--- config.mk ---
export PLATFORM = sky130hd
export DESIGN_NAME = rlsq_top
export DESIGN_NICKNAME = d
export VERILOG_FILES = /design/src/rlsq_pkg.sv /design/src/rlsq_top.sv
export SDC_FILE = /design/constraint.sdc
export NUM_CORES = 2
export LEC_CHECK = 0
export ABC_CLOCK_PERIOD_IN_PS = 4680
export BUFFER_PORTS_ARGS = -buffer_cell sky130_fd_sc_hd__buf_2
export CAP_MARGIN = 30
export CORE_MARGIN = 8
export CORE_UTILIZATION = 60
export CTS_CLUSTER_DIAMETER = 100
export DETAILED_ROUTE_END_ITERATION = 7
export PLACE_DENSITY = 0.82
export SLEW_MARGIN = 20
export SYNTH_ARGS = -nofsm -noshare
export SYNTH_HDL_FRONTEND = slang
export SYNTH_SLANG_ARGS = --single-unit
--- constraint.sdc ---
create_clock -name sys_clk -period 4.68 [get_ports sys_clk]
set_input_delay 1.404 -clock sys_clk [delete_from_list [all_inputs] [get_ports sys_clk]]
set_output_delay 1.404 -clock sys_clk [all_outputs]
set_load 0.02 [all_outputs]
--- src/rlsq_pkg.sv ---
// constants for the receiver and lo sequencer serial control block
package rlsq_pkg;
  localparam int unsigned REG_COUNT = 128;
  localparam int unsigned ADDR_W = 15;
  localparam int unsigned HDR_BITS = 16;
  localparam logic [6:0] SERIAL_PORT_CONFIG = 7'h00;
  localparam logic [6:0] RECEIVER_WRAP_MODE = 7'h1a;
  localparam logic [6:0] RECEIVER_SEQ_ENABLE = 7'h1b;
  localparam logic [6:0] RECEIVER_DIRECT_ENABLES = 7'h1c;
  localparam logic [6:0] RECEIVER_DIRECT_GAIN_A = 7'h1d;
  localparam logic [6:0] RECEIVER_DIRECT_GAIN_B = 7'h1e;
  localparam logic [6:0] MULTIPLIER_WRAP_MODE = 7'h22;
  localparam logic [6:0] MULTIPLIER_SEQ_ENABLE = 7'h23;
  localparam logic [6:0] MULTIPLIER_DIRECT = 7'h24;
  localparam logic [6:0] RECEIVER_FIRST_MODE_ENABLES = 7'h40;
  localparam logic [6:0] RECEIVER_FIRST_MODE_GAIN_A = 7'h41;
  localparam logic [6:0] RECEIVER_FIRST_MODE_GAIN_B = 7'h42;
  localparam logic [6:0] MULTIPLIER_FIRST_MODE = 7'h70;
  localparam logic [6:0] RX_MODE_STRIDE = 7'h03;
  // field positions and reset values
  localparam int unsigned FOUR_WIRE_HI = 4;
  localparam int unsigned FOUR_WIRE_LO = 3;
  localparam int unsigned WRAP_TARGET_HI = 7;
  localparam int unsigned WRAP_TARGET_LO = 4;
  localparam int unsigned LAST_MODE_HI = 3;
  localparam int unsigned LAST_MODE_LO = 0;
  localparam int unsigned SEQ_ENABLE_BIT = 0;
  localparam logic [7:0] REG_RESET = 8'h00;
  localparam logic [3:0] MODE_ZERO = 4'h0;
endpackage

--- src/rlsq_top.sv ---
// serial register port and two mode sequencers of a four-channel receiver
`timescale 1ns/1ns

// What this block does
// - serial port acts only while select is low; ignores clock and data otherwise
// - shifted-in write bytes reach the registers when select returns high
// - register 0 bits 4 and 3 both set: read data on dedicated output
// - those bits clear, the reset default: read data on shared data line
// - host serial clock times both write sampling and read shifting
// - enabled receiver restart returns channels to mode-zero settings at once
// - enabled receiver step moves to next mode and applies it
// - receiver step at last mode wraps to mode in 0x1a bits 7:4
// - enabled multiplier restart restores mode-zero configuration at 0x70
// - enabled multiplier step moves to next mode
// - multiplier step at last mode wraps to mode in 0x22 bits 7:4
// - address increments after every data byte until select rises
// - all sequenced functions also settable directly by register writes
module rlsq_top (
  input wire logic sys_clk,
  input wire logic rst,
  input wire logic select_n,
  input wire logic serial_clk,
  input wire logic sdio_in,
  output logic sdio_out,
  output logic sdio_oe,
  output logic sdo,
  input wire logic receiver_sequence_restart_pin,
  input wire logic receiver_sequence_step_pin,
  input wire logic lo_sequence_restart_pin,
  input wire logic lo_sequence_step_pin,
  output logic [7:0] rx_channel_enables,
  output logic [7:0] rx_gain_a,
  output logic [7:0] rx_gain_b,
  output logic [7:0] lo_mult_config
);

  ////////////////////////////////////////////////////////////////////////
  // pin synchronisers: all pins come from the host's domain
  logic [5:0] pin_meta_q;
  logic [5:0] pin_sync_q;
  logic [5:0] pin_prev_q;
  wire [5:0] pin_raw = {lo_sequence_step_pin, lo_sequence_restart_pin,
    receiver_sequence_step_pin, receiver_sequence_restart_pin,
    serial_clk, select_n};

  always_ff @(posedge sys_clk) begin
    // reset to idle levels (select high, clock and pulses low): no false edge
    if (rst) begin
      pin_meta_q <= 6'h01;
      pin_sync_q <= 6'h01;
      pin_prev_q <= 6'h01;
    end else begin
      pin_meta_q <= pin_raw;
      pin_sync_q <= pin_meta_q;
      pin_prev_q <= pin_sync_q;
    end
  end

  // data line needs only two stages; it is sampled on a clock edge
  logic sdi_meta_q;
  logic sdi_sync_q;
  always_ff @(posedge sys_clk) begin
    if (rst) begin
      sdi_meta_q <= 1'b0;
      sdi_sync_q <= 1'b0;
    end else begin
      sdi_meta_q <= sdio_in;
      sdi_sync_q <= sdi_meta_q;
    end
  end

  wire sel_active = ~pin_sync_q[0];
  wire sel_rise = pin_sync_q[0] & ~pin_prev_q[0];
  wire sclk_rise = pin_sync_q[1] & ~pin_prev_q[1];
  wire sclk_fall = ~pin_sync_q[1] & pin_prev_q[1];
  wire [3:0] pulse_rise = pin_sync_q[5:2] & ~pin_prev_q[5:2];

  ////////////////////////////////////////////////////////////////////////
  // register storage: live copy steers logic, shadow holds pending writes
  logic [7:0] live_q [rlsq_pkg::REG_COUNT];
  logic [7:0] shadow_q [rlsq_pkg::REG_COUNT];
  logic [rlsq_pkg::REG_COUNT-1:0] dirty_q;

  ////////////////////////////////////////////////////////////////////////
  // serial engine
  typedef enum logic [1:0] {RLSQ_IDLE, RLSQ_HDR, RLSQ_DATA} rlsq_state_t;
  rlsq_state_t state_q;
  logic [4:0] bit_cnt_q;
  logic [15:0] in_sr_q;
  logic read_q;
  logic [rlsq_pkg::ADDR_W-1:0] addr_q;
  logic [7:0] out_sr_q;
  logic out_bit_q;

  wire [15:0] in_next = {in_sr_q[14:0], sdi_sync_q};
  wire hdr_done = (state_q == RLSQ_HDR) && sclk_rise &&
    (bit_cnt_q == 5'(rlsq_pkg::HDR_BITS - 1));
  // a byte closing as select rises is dropped, not left half committed
  wire byte_done = sel_active && (state_q == RLSQ_DATA) && sclk_rise &&
    (bit_cnt_q == 5'd7);
  wire [rlsq_pkg::ADDR_W-1:0] hdr_addr = in_next[14:0];
  wire [rlsq_pkg::ADDR_W-1:0] addr_inc =
    rlsq_pkg::ADDR_W'(addr_q + 15'h0001);
  wire [rlsq_pkg::ADDR_W-1:0] load_addr = hdr_done ? hdr_addr : addr_inc;
  wire load_mapped = (load_addr[14:7] == 8'h00);
  wire [7:0] load_byte = load_mapped ? live_q[load_addr[6:0]] : 8'h00;
  wire addr_mapped = (addr_q[14:7] == 8'h00);

  always_ff @(posedge sys_clk) begin
    if (rst || !sel_active) begin
      state_q <= RLSQ_IDLE;
      bit_cnt_q <= 5'h00;
      in_sr_q <= 16'h0000;
      read_q <= 1'b0;
      addr_q <= 15'h0000;
    end else begin
      case (state_q)
        RLSQ_IDLE: begin
          state_q <= RLSQ_HDR;
          bit_cnt_q <= 5'h00;
        end
        RLSQ_HDR: begin
          if (sclk_rise) begin
            in_sr_q <= in_next;
            bit_cnt_q <= hdr_done ? 5'h00 : 5'(bit_cnt_q + 5'h01);
            if (hdr_done) begin
              read_q <= in_next[15];
              addr_q <= hdr_addr;
              state_q <= RLSQ_DATA;
            end
          end
        end
        RLSQ_DATA: begin
          if (sclk_rise) begin
            in_sr_q <= in_next;
            bit_cnt_q <= byte_done ? 5'h00 : 5'(bit_cnt_q + 5'h01);
            if (byte_done) begin
              addr_q <= addr_inc;
            end
          end
        end
        default: state_q <= RLSQ_IDLE;
      endcase
    end
  end

  // read shifter: loaded on the closing rising edge, shifted on falling
  always_ff @(posedge sys_clk) begin
    if (rst || !sel_active) begin
      out_sr_q <= 8'h00;
      out_bit_q <= 1'b0;
    end else if ((hdr_done && in_next[15]) || (byte_done && read_q)) begin
      out_sr_q <= load_byte;
    end else if (sclk_fall && state_q == RLSQ_DATA && read_q) begin
      out_bit_q <= out_sr_q[7];
      out_sr_q <= {out_sr_q[6:0], 1'b0};
    end
  end

  // pending writes are staged so nothing changes until select rises
  always_ff @(posedge sys_clk) begin
    if (rst) begin
      dirty_q <= '0;
    end else if (sel_rise) begin
      dirty_q <= '0;
    end else if (byte_done && !read_q && addr_mapped) begin
      shadow_q[addr_q[6:0]] <= in_next[7:0];
      dirty_q[addr_q[6:0]] <= 1'b1;
    end
  end

  genvar gi;
  generate
    for (gi = 0; gi < rlsq_pkg::REG_COUNT; gi++) begin : g_reg
      always_ff @(posedge sys_clk) begin
        if (rst) begin
          live_q[gi] <= rlsq_pkg::REG_RESET;
        end else if (sel_rise && dirty_q[gi]) begin
          live_q[gi] <= shadow_q[gi];
        end
      end
    end
  endgenerate

  ////////////////////////////////////////////////////////////////////////
  // read-back pin selection
  wire [7:0] port_cfg = live_q[rlsq_pkg::SERIAL_PORT_CONFIG];
  wire four_wire = &port_cfg[rlsq_pkg::FOUR_WIRE_HI:rlsq_pkg::FOUR_WIRE_LO];
  wire read_phase = sel_active && (state_q == RLSQ_DATA) && read_q;

  assign sdo = four_wire & read_phase & out_bit_q;
  assign sdio_oe = ~four_wire & read_phase;
  assign sdio_out = sdio_oe & out_bit_q;

  ////////////////////////////////////////////////////////////////////////
  // sequencers
  wire [7:0] rx_wrap = live_q[rlsq_pkg::RECEIVER_WRAP_MODE];
  wire [7:0] lo_wrap = live_q[rlsq_pkg::MULTIPLIER_WRAP_MODE];
  wire rx_seq_en =
    live_q[rlsq_pkg::RECEIVER_SEQ_ENABLE][rlsq_pkg::SEQ_ENABLE_BIT];
  wire lo_seq_en =
    live_q[rlsq_pkg::MULTIPLIER_SEQ_ENABLE][rlsq_pkg::SEQ_ENABLE_BIT];
  wire [3:0] rx_last = rx_wrap[rlsq_pkg::LAST_MODE_HI:rlsq_pkg::LAST_MODE_LO];
  wire [3:0] lo_last = lo_wrap[rlsq_pkg::LAST_MODE_HI:rlsq_pkg::LAST_MODE_LO];
  wire [3:0] rx_target =
    rx_wrap[rlsq_pkg::WRAP_TARGET_HI:rlsq_pkg::WRAP_TARGET_LO];
  wire [3:0] lo_target =
    lo_wrap[rlsq_pkg::WRAP_TARGET_HI:rlsq_pkg::WRAP_TARGET_LO];

  logic [3:0] rx_ptr_q;
  logic [3:0] lo_ptr_q;

  // restart has priority over a coincident step
  always_ff @(posedge sys_clk) begin
    if (rst) begin
      rx_ptr_q <= rlsq_pkg::MODE_ZERO;
    end else if (rx_seq_en) begin
      if (pulse_rise[0]) begin
        rx_ptr_q <= rlsq_pkg::MODE_ZERO;
      end else if (pulse_rise[1]) begin
        rx_ptr_q <= (rx_ptr_q == rx_last) ? rx_target :
          4'(rx_ptr_q + 4'h1);
      end
    end
  end

  always_ff @(posedge sys_clk) begin
    if (rst) begin
      lo_ptr_q <= rlsq_pkg::MODE_ZERO;
    end else if (lo_seq_en) begin
      if (pulse_rise[2]) begin
        lo_ptr_q <= rlsq_pkg::MODE_ZERO;
      end else if (pulse_rise[3]) begin
        lo_ptr_q <= (lo_ptr_q == lo_last) ? lo_target :
          4'(lo_ptr_q + 4'h1);
      end
    end
  end

  // mode n of the receiver sits three registers above mode n-1
  wire [6:0] rx_base = 7'(rlsq_pkg::RECEIVER_FIRST_MODE_ENABLES +
    7'(rx_ptr_q) * rlsq_pkg::RX_MODE_STRIDE);
  wire [6:0] rx_ga_idx = 7'(rx_base + rlsq_pkg::RECEIVER_FIRST_MODE_GAIN_A
    - rlsq_pkg::RECEIVER_FIRST_MODE_ENABLES);
  wire [6:0] rx_gb_idx = 7'(rx_base + rlsq_pkg::RECEIVER_FIRST_MODE_GAIN_B
    - rlsq_pkg::RECEIVER_FIRST_MODE_ENABLES);
  wire [6:0] lo_idx = 7'(rlsq_pkg::MULTIPLIER_FIRST_MODE + 7'(lo_ptr_q));

  // registered outputs; direct registers rule while a sequencer is off
  always_ff @(posedge sys_clk) begin
    if (rst) begin
      rx_channel_enables <= rlsq_pkg::REG_RESET;
      rx_gain_a <= rlsq_pkg::REG_RESET;
      rx_gain_b <= rlsq_pkg::REG_RESET;
      lo_mult_config <= rlsq_pkg::REG_RESET;
    end else begin
      rx_channel_enables <= rx_seq_en ? live_q[rx_base] :
        live_q[rlsq_pkg::RECEIVER_DIRECT_ENABLES];
      rx_gain_a <= rx_seq_en ? live_q[rx_ga_idx] :
        live_q[rlsq_pkg::RECEIVER_DIRECT_GAIN_A];
      rx_gain_b <= rx_seq_en ? live_q[rx_gb_idx] :
        live_q[rlsq_pkg::RECEIVER_DIRECT_GAIN_B];
      lo_mult_config <= lo_seq_en ? live_q[lo_idx] :
        live_q[rlsq_pkg::MULTIPLIER_DIRECT];
    end
  end

endmodule // rlsq_top

# [Word-level counts from Yosys, hierarchy flattened]
# Memory sizes are Yosys's and may differ from the RTL's.
# Index checks and enable logic that the tools add are counted.
[totals] reg_bits=235 ramBits=2048 mem_count=2
[classes] n_addsub=10 mul=1 n_lt_le_gt_ge=2 n_eq_ne=10 muxes=547 bitwise=145 n_reduce_logical=163
[mem_list] memory="live_q" depth=128 width=8 rd=14 rd_ports_with_merged_regs=0 write_ports=128 line_no="rlsq_top.sv:80" text="logic [7:0] live_q [rlsq_pkg::REG_COUNT];"
[mem_list] memory="shadow_q" depth=128 width=8 rd=128 rd_ports_with_merged_regs=0 write_ports=1 line_no="rlsq_top.sv:81" text="logic [7:0] shadow_q [rlsq_pkg::REG_COUNT];"
[ops] cell="$mux 8" n=135
[ops] cell="$mux 1" n=391
[ops] cell="$logic_and 1x1->1" n=141
[ops] cell="$or 1x1->1" n=128
[ops] cell="$or 128x128->128" n=1
[ops] cell="$mux 15" n=5
[ops] cell="$pmux 15 s2" n=1
[ops] cell="$mux 4" n=6
[ops] cell="$mux 5" n=4
[ops] cell="$logic_not 8->1" n=2
[ops] cell="$add 15x1->15 const B" n=1
[ops] cell="$pmux 5 s3" n=1
[ops] cell="$add 7x7->7 const B" n=2
[ops] cell="$sub 7x7->7 const B" n=2
[ops] cell="$reduce_and 2->1" n=5
[ops] cell="$reduce_and 3->1" n=3
[ops] cell="$add 4x1->4 const B" n=2
[ops] cell="$eq 4x4->1" n=2
[ops] cell="$lt 7x8->1 const B" n=1
[ops] cell="$ne 2x2->1 const B" n=4
[ops] cell="$reduce_bool 2->1" n=4
[ops] cell="$add 7x6->7 const A" n=1
[ops] cell="$and 1x1->1" n=7
[ops] cell="$demux 1 s7" n=1
[ops] cell="other kinds (19)" n=28

# [Logic depth before layout (Yosys ltp)]
[depth] word_depth=10 ltp_mapped=17 depth_no_buf=13

# [Worst setup path after synthesis]
# OpenSTA, ideal clock, no wires.
[synth_timing] kind="reg-to-reg" from="reg sdi_sync_q" to="reg out_sr_q[3]" setup_ns=0.125 t_arrival_ns=3.850 required_time_ns=4.555 slack_ns=0.705 stages_incl_launch_ff=11 n_path_buf=3 synth_period_minus_slack_ns=3.975 cell_sequence="dfxtp_1 -> mux2i_4 -> buf_6 -> nor2_1 -> buf_2 -> buf_1 -> a32oi_1 -> a31oi_1 -> nand4_1 -> a31oi_1 -> o21ai_1"
[synth_via] elab_chain_len=4
[synth_rtl] element="from (decl)" line_no="rlsq_top.sv:61" text="logic sdi_sync_q;"
[synth_rtl] element="from (signal assigned)" line_no="rlsq_top.sv:68" text="sdi_sync_q <= sdi_meta_q;"
[synth_rtl] element="$mux 15" line_no="rlsq_top.sv:104" text="wire [rlsq_pkg::ADDR_W-1:0] load_addr = hdr_done ? hdr_addr : addr_inc;"
[synth_rtl] element="$mem_v2 128x8"
[synth_rtl] element="$mux 8" line_no="rlsq_top.sv:106" text="wire [7:0] load_byte = load_mapped ? live_q[load_addr[6:0]] : 8'h00;"
[synth_rtl] element="$mux 8" line_no="rlsq_top.sv:152" text="end else if ((hdr_done && in_next[15]) || (byte_done && read_q)) begin"
[synth_rtl] element="to (signal assigned)" line_no="rlsq_top.sv:153" text="out_sr_q <= load_byte;"
[synth_rtl] element="to (signal assigned)" line_no="rlsq_top.sv:156" text="out_sr_q <= {out_sr_q[6:0], 1'b0};"
[synth_rtl] element="to (decl)" line_no="rlsq_top.sv:92" text="logic [7:0] out_sr_q;"
# No other way between the ends.
# A chain may end at the register's enable or synchronous reset.

# [Final worst setup path]
[layout_timing] from="reg rx_ptr_q[1]" to="reg rx_gain_b[5]"
[layout_via] elab_chain_len=6
[layout_rtl] element="from (decl)" line_no="rlsq_top.sv:210" text="logic [3:0] rx_ptr_q;"
[layout_rtl] element="from (signal assigned)" line_no="rlsq_top.sv:216" text="rx_ptr_q <= rlsq_pkg::MODE_ZERO;"
[layout_rtl] element="from (signal assigned)" line_no="rlsq_top.sv:219" text="rx_ptr_q <= rlsq_pkg::MODE_ZERO;"
[layout_rtl] element="from (signal assigned)" line_no="rlsq_top.sv:221" text="rx_ptr_q <= (rx_ptr_q == rx_last) ? rx_target :"
[layout_rtl] element="$mul 4x2->6" line_no="rlsq_top.sv:242" text="7'(rx_ptr_q) * rlsq_pkg::RX_MODE_STRIDE);"
[layout_rtl] element="$add 7x6->7" line_no="rlsq_top.sv:241" text="wire [6:0] rx_base = 7'(rlsq_pkg::RECEIVER_FIRST_MODE_ENABLES +"
[layout_rtl] element="$add 7x7->7" line_no="rlsq_top.sv:245" text="wire [6:0] rx_gb_idx = 7'(rx_base + rlsq_pkg::RECEIVER_FIRST_MODE_GAIN_B"
[layout_rtl] element="$sub 7x7->7" line_no="rlsq_top.sv:246" text="- rlsq_pkg::RECEIVER_FIRST_MODE_ENABLES);"
[layout_rtl] element="$mem_v2 128x8"
[layout_rtl] element="$mux 8" line_no="rlsq_top.sv:261" text="rx_gain_b <= rx_seq_en ? live_q[rx_gb_idx] :"
[layout_rtl] element="to (signal assigned)" line_no="rlsq_top.sv:254" text="rx_gain_b <= rlsq_pkg::REG_RESET;"
[layout_rtl] element="to (signal assigned)" line_no="rlsq_top.sv:261"
[layout_rtl] element="to (decl)" line_no="rlsq_top.sv:33" text="output logic [7:0] rx_gain_b,"
# No other way between the ends.

==> flow_results.xml <==
<?xml version="1.0" encoding="UTF-8"?>
<metrics>
  <group name="run_status">
    <metric name="run_status" unit="">finished with violations</metric>
    <metric name="failing_checks" unit="">design-rule violations</metric>
  </group>
  <group name="global_routing">
    <metric name="globalRouteOverflowTotal" unit="">0</metric>
    <metric name="grt_pass1_vias" unit="">66214</metric>
    <metric name="grt_start_max_net_pins" unit="">221</metric>
    <metric name="grt_util_all_layers" unit="%">36.9</metric>
    <metric name="first_pass_grt_wire_length" unit="µm">506000</metric>
    <metric name="grt_antenna_before_repair" unit="">34</metric>
  </group>
  <group name="flow_run">
    <metric name="timing.max_cap.violations" unit="">0</metric>
  </group>
  <group name="cts">
    <metric name="clock_path_buffers" unit="">3</metric>
    <metric name="ctsRootBufferMaster" unit="">clkbuf_16</metric>
    <metric name="cts_hold_buf" unit="">0</metric>
    <metric name="clkTransAtPathRegs" unit="ns">0.06</metric>
    <metric name="clkSinkCount" unit="">2283</metric>
    <metric name="insertion_delay" unit="ns">0.90</metric>
    <metric name="cts_tree" unit="">yes</metric>
    <metric name="tritoncts_buffer_count" unit="">218</metric>
    <metric name="cts_h_tree_lvls" unit="">4</metric>
  </group>
  <group name="placement">
    <metric name="pre_cts_ws" unit="ns">0.181</metric>
    <metric name="port_buffers" unit="">43</metric>
    <metric name="routabilityCongestion" unit="">1.07</metric>
    <metric name="detailed_place_hpwl" unit="µm">247000</metric>
  </group>
  <group name="floorplan">
    <metric name="die_w" unit="µm">440</metric>
    <metric name="vertical_die_dimension" unit="µm">440</metric>
    <metric name="die_area" unit="µm²">194000</metric>
    <metric name="placement_rows" unit="">155</metric>
    <metric name="top_level_ports" unit="">44</metric>
    <metric name="initial_core_util" unit="%">60.4</metric>
    <metric name="core_region_area" unit="µm²">179000</metric>
  </group>
  <group name="power">
    <metric name="internal_power" unit="mW">34.5</metric>
    <metric name="p_clk_share" unit="%">41.8</metric>
    <metric name="share_seq_of_total_power" unit="%">52.1</metric>
    <metric name="vdd.ir_drop.worst" unit="V">0.000355</metric>
    <metric name="switching_power" unit="mW">10.2</metric>
    <metric name="switching_part_of_the_total_power" unit="%">22.8</metric>
    <metric name="p_comb_share" unit="%">6.1</metric>
    <metric name="total_leakage_power" unit="nW">44.1</metric>
    <metric name="power" unit="mW">44.7</metric>
    <metric name="pwr_per_cell_area" unit="nW/µm²">376</metric>
  </group>
  <group name="synthesis">
    <metric name="synth_cell_types" unit="">75</metric>
    <metric name="synth.ff_latch_count" unit="">2283</metric>
    <metric name="synth_enable_flop_cells" unit="">2048</metric>
    <metric name="yosys_most_used_dff" unit="">edfxtp_1</metric>
    <metric name="synth_seq_area_share" unit="%">61.3</metric>
    <metric name="post_synth_instance_area" unit="µm²">108000</metric>
    <metric name="synth_area_per_cell" unit="µm²">15.2</metric>
    <metric name="synth-warning-count" unit="">0</metric>
    <metric name="syn_nets" unit="">7118</metric>
    <metric name="postSynthCellCount" unit="">7090</metric>
    <metric name="postSynth.asyncResetShare" unit="%">0</metric>
  </group>
  <group name="route">
    <metric name="wirelength" unit="µm">364000</metric>
    <metric name="avgViaCountPerCell" unit="">7.57</metric>
    <metric name="dr_total_vias" unit="">72649</metric>
    <metric name="first_pass_iters" unit="">8</metric>
    <metric name="avgRoutedWirePerCell" unit="µm">37.9</metric>
    <metric name="drt.antenna.violating_nets" unit="">0</metric>
    <metric name="drt_drc_violations_left" unit="">1</metric>
    <metric name="dr.first_iter.drc_count" unit="">15211</metric>
  </group>
  <group name="final_layout">
    <metric name="syn_to_final_growth" unit="%">10.1</metric>
    <metric name="fraction_of_layout_instances_using_a_drive_strength_above_1" unit="%">21.2</metric>
    <metric name="nets" unit="">7052</metric>
    <metric name="fill_cells" unit="">11593</metric>
    <metric name="utilization" unit="%">66.6</metric>
  </group>
  <group name="sta">
    <metric name="period_needed" unit="ns">4.54</metric>
    <metric name="achievable_frequency" unit="MHz">220</metric>
    <metric name="finalWorstSetupSlack" unit="ns">0.142</metric>
    <metric name="report.final.setup_viol" unit="">0</metric>
    <metric name="slew_margin_rel" unit="%">24.3</metric>
    <metric name="accumulated_negative_setup_slack" unit="ns">0</metric>
    <metric name="final_hold_viol_count" unit="">0</metric>
    <metric name="grt_setup_unrepaired" unit="">false</metric>
    <metric name="worst_clock_skew" unit="ns">0.0580</metric>
    <metric name="report.final.slew_viol_count" unit="">0</metric>
    <metric name="final.hold.worst_slack" unit="ns">0.414</metric>
    <metric name="worstMarginPinSlew" unit="ns">1.13</metric>
    <metric name="timing.final.crit_share" unit="%">97.0</metric>
  </group>
  <group name="critical_path">
    <metric name="setup.worst_path.end_class" unit="">flip-flop</metric>
    <metric name="cp-start-kind" unit="">flip-flop</metric>
    <metric name="crit_path_dat" unit="ns">5.31</metric>
    <metric name="timing.critical_path.fanout_max" unit="">26</metric>
    <metric name="critical_path_class" unit="">flip-flop to flip-flop</metric>
    <metric name="worst_ep_required_time" unit="ns">5.45</metric>
  </group>
  <group name="worst_hold_path">
    <metric name="hold_class" unit="">flip-flop to flip-flop</metric>
  </group>
</metrics>
## cell type report
cell class                 instances  area (µm²)  share of cell area (%)
timing repair buffer             280        2690                    2.26
inverter                          20        75.1                  0.0631
clock buffer                     280        5930                    4.99
sequential                      2283       66200                    55.7
antenna                           29        72.6                  0.0610
clock inverter                   135        1700                    1.43
multi-input combinational       4221       39300                    33.0
tap                             2355        2950                    2.48
## cell families (layout without fill, tap and decap cells)
logic type	after synthesis	count (layout)	synth area share (%)
AND/OR/NAND/NOR	2399	2399	11.5
flip-flops	2283	2283	61.3
multiplexers	1016	1016	19.3
AO/OA/AOI/OAI	757	757	4.88
buffers and inverters	586	715	2.59
XOR/XNOR	30	30	0.250
adder cells (fa/ha/maj)	19	19	0.227
other	0	29	0
## timing repair
action                     CTS  global route
setup endpoints to repair    0             3
gates resized for setup      0             2
setup buffers                0             1
## path summary, 6_finish.rpt
check	from	endpoint	slack, ns	depth (start not counted)
worst max-delay path	rx_ptr_q[1]	rx_gain_b[5]	0.14	13
worst min-delay path	pin_meta_q[0]	pin_sync_q[0]	0.41	1
worst max register to register	rx_ptr_q[1]	rx_gain_b[5]	0.14	13
worst min register to register	pin_meta_q[0]	pin_sync_q[0]	0.41	1
## layout by cell type (no fill, tap or decap), drive strengths merged, types with 13 or more instances in the layout
master  instances
edfxtp       2048
and3         1041
mux4          847
nand2         667
clkbuf        281
buf           279
nor2          270
a21o          263
nand3         246
dfxtp         235
mux2i         163
a21oi         160
clkinv         78
a211oi         76
nand4          48
nor2b          48
o21ai          48
a32oi          40
a31oi          38
inv            35
bufinv         31
diode          29
nor3           24
a221oi         23
a22oi          19
a311oi         18
ha             18
xor2           18
and2           13
## worst max-delay path: stages, from the launching register on
cell      delay [ns]
dfxtp_1         0.44
inv_1           0.11
ha_4            0.48
inv_2           0.22
ha_4            0.36
buf_4           0.40
nand2_1         0.40
o221ai_1        0.40
o22ai_1         0.15
a211oi_1        0.26
a211oi_1        0.14
a31oi_1         0.62
a21oi_1         0.15
a211oi_1        0.24
## layer usage
layer | global-route usage [%] | vias up | wire length [µm] | share of wire (%)
met4 | 19.1 | 22 | 23800 | 6.5
met3 | 12.4 | 1262 | 58700 | 16
met5 | 0.378 | - | 163 | 0.045
met2 | 55.1 | 6848 | 162000 | 44
met1 | 48.6 | 36151 | 120000 | 33
li1 | - | 28366 | - | -
## power groups by stage
stage,registers (mW),logic [mW],clock network [mW]
after global placement,23.6,2.56,0
after detailed placement,23.7,2.57,0
final,23.3,2.71,18.7
after floorplan,23.2,1.72,0
after global routing,23.3,2.73,19.4
after CTS,23.2,2.59,18.7
## cells in the mapped netlist (all sizes together) (7+ instances only)
cell type | n | share of area, %
and3 | 1041 | 6.0
nor3 | 24 | 0.11
a32oi | 40 | 0.32
clkbuf | 262 | 0.91
mux4 | 847 | 18
buf | 304 | 1.6
o211ai | 9 | 0.063
o22ai | 11 | 0.064
nand4 | 48 | 0.28
edfxtp | 2048 | 57
ha | 18 | 0.21
a311oi | 18 | 0.15
o31ai | 7 | 0.049
inv | 20 | 0.070
o221ai | 10 | 0.081
mux2i | 163 | 1.5
and2 | 13 | 0.075
a22oi | 19 | 0.13
a211oi | 76 | 0.53
a21o | 263 | 1.8
xor2 | 18 | 0.15
a31oi | 38 | 0.22
dfxtp | 235 | 4.4
nor4 | 12 | 0.075
nand2 | 667 | 2.3
nor2b | 48 | 0.28
nand3 | 246 | 1.1
nor2 | 270 | 0.94
a21oi | 160 | 0.74
o21ai | 48 | 0.22
a221oi | 23 | 0.19
xnor2 | 12 | 0.097
## flip-flops by register name, indices dropped and copies added, names as in the netlist, 8 cells and up
name,cells
live_q,1024
shadow_q,1024
dirty_q,128
addr_q,15
in_sr_q,15
lo_mult_config,8
out_sr_q,8
rx_channel_enables,8
rx_gain_a,8
rx_gain_b,8
## through the flow
| step | cells | cell area (µm²) |
|---|---|---|
| 6_report | 9603 | 119000 |
| 5_1_grt | 9575 | 119000 |
| 4_1_cts | 9570 | 119000 |
| 3_5_place_dp | 9155 | 111000 |
| 3_3_place_gp | 9152 | 111000 |
| 2_1_floorplan | 7090 | 108000 |
Power figures use the tool's default switching activity.
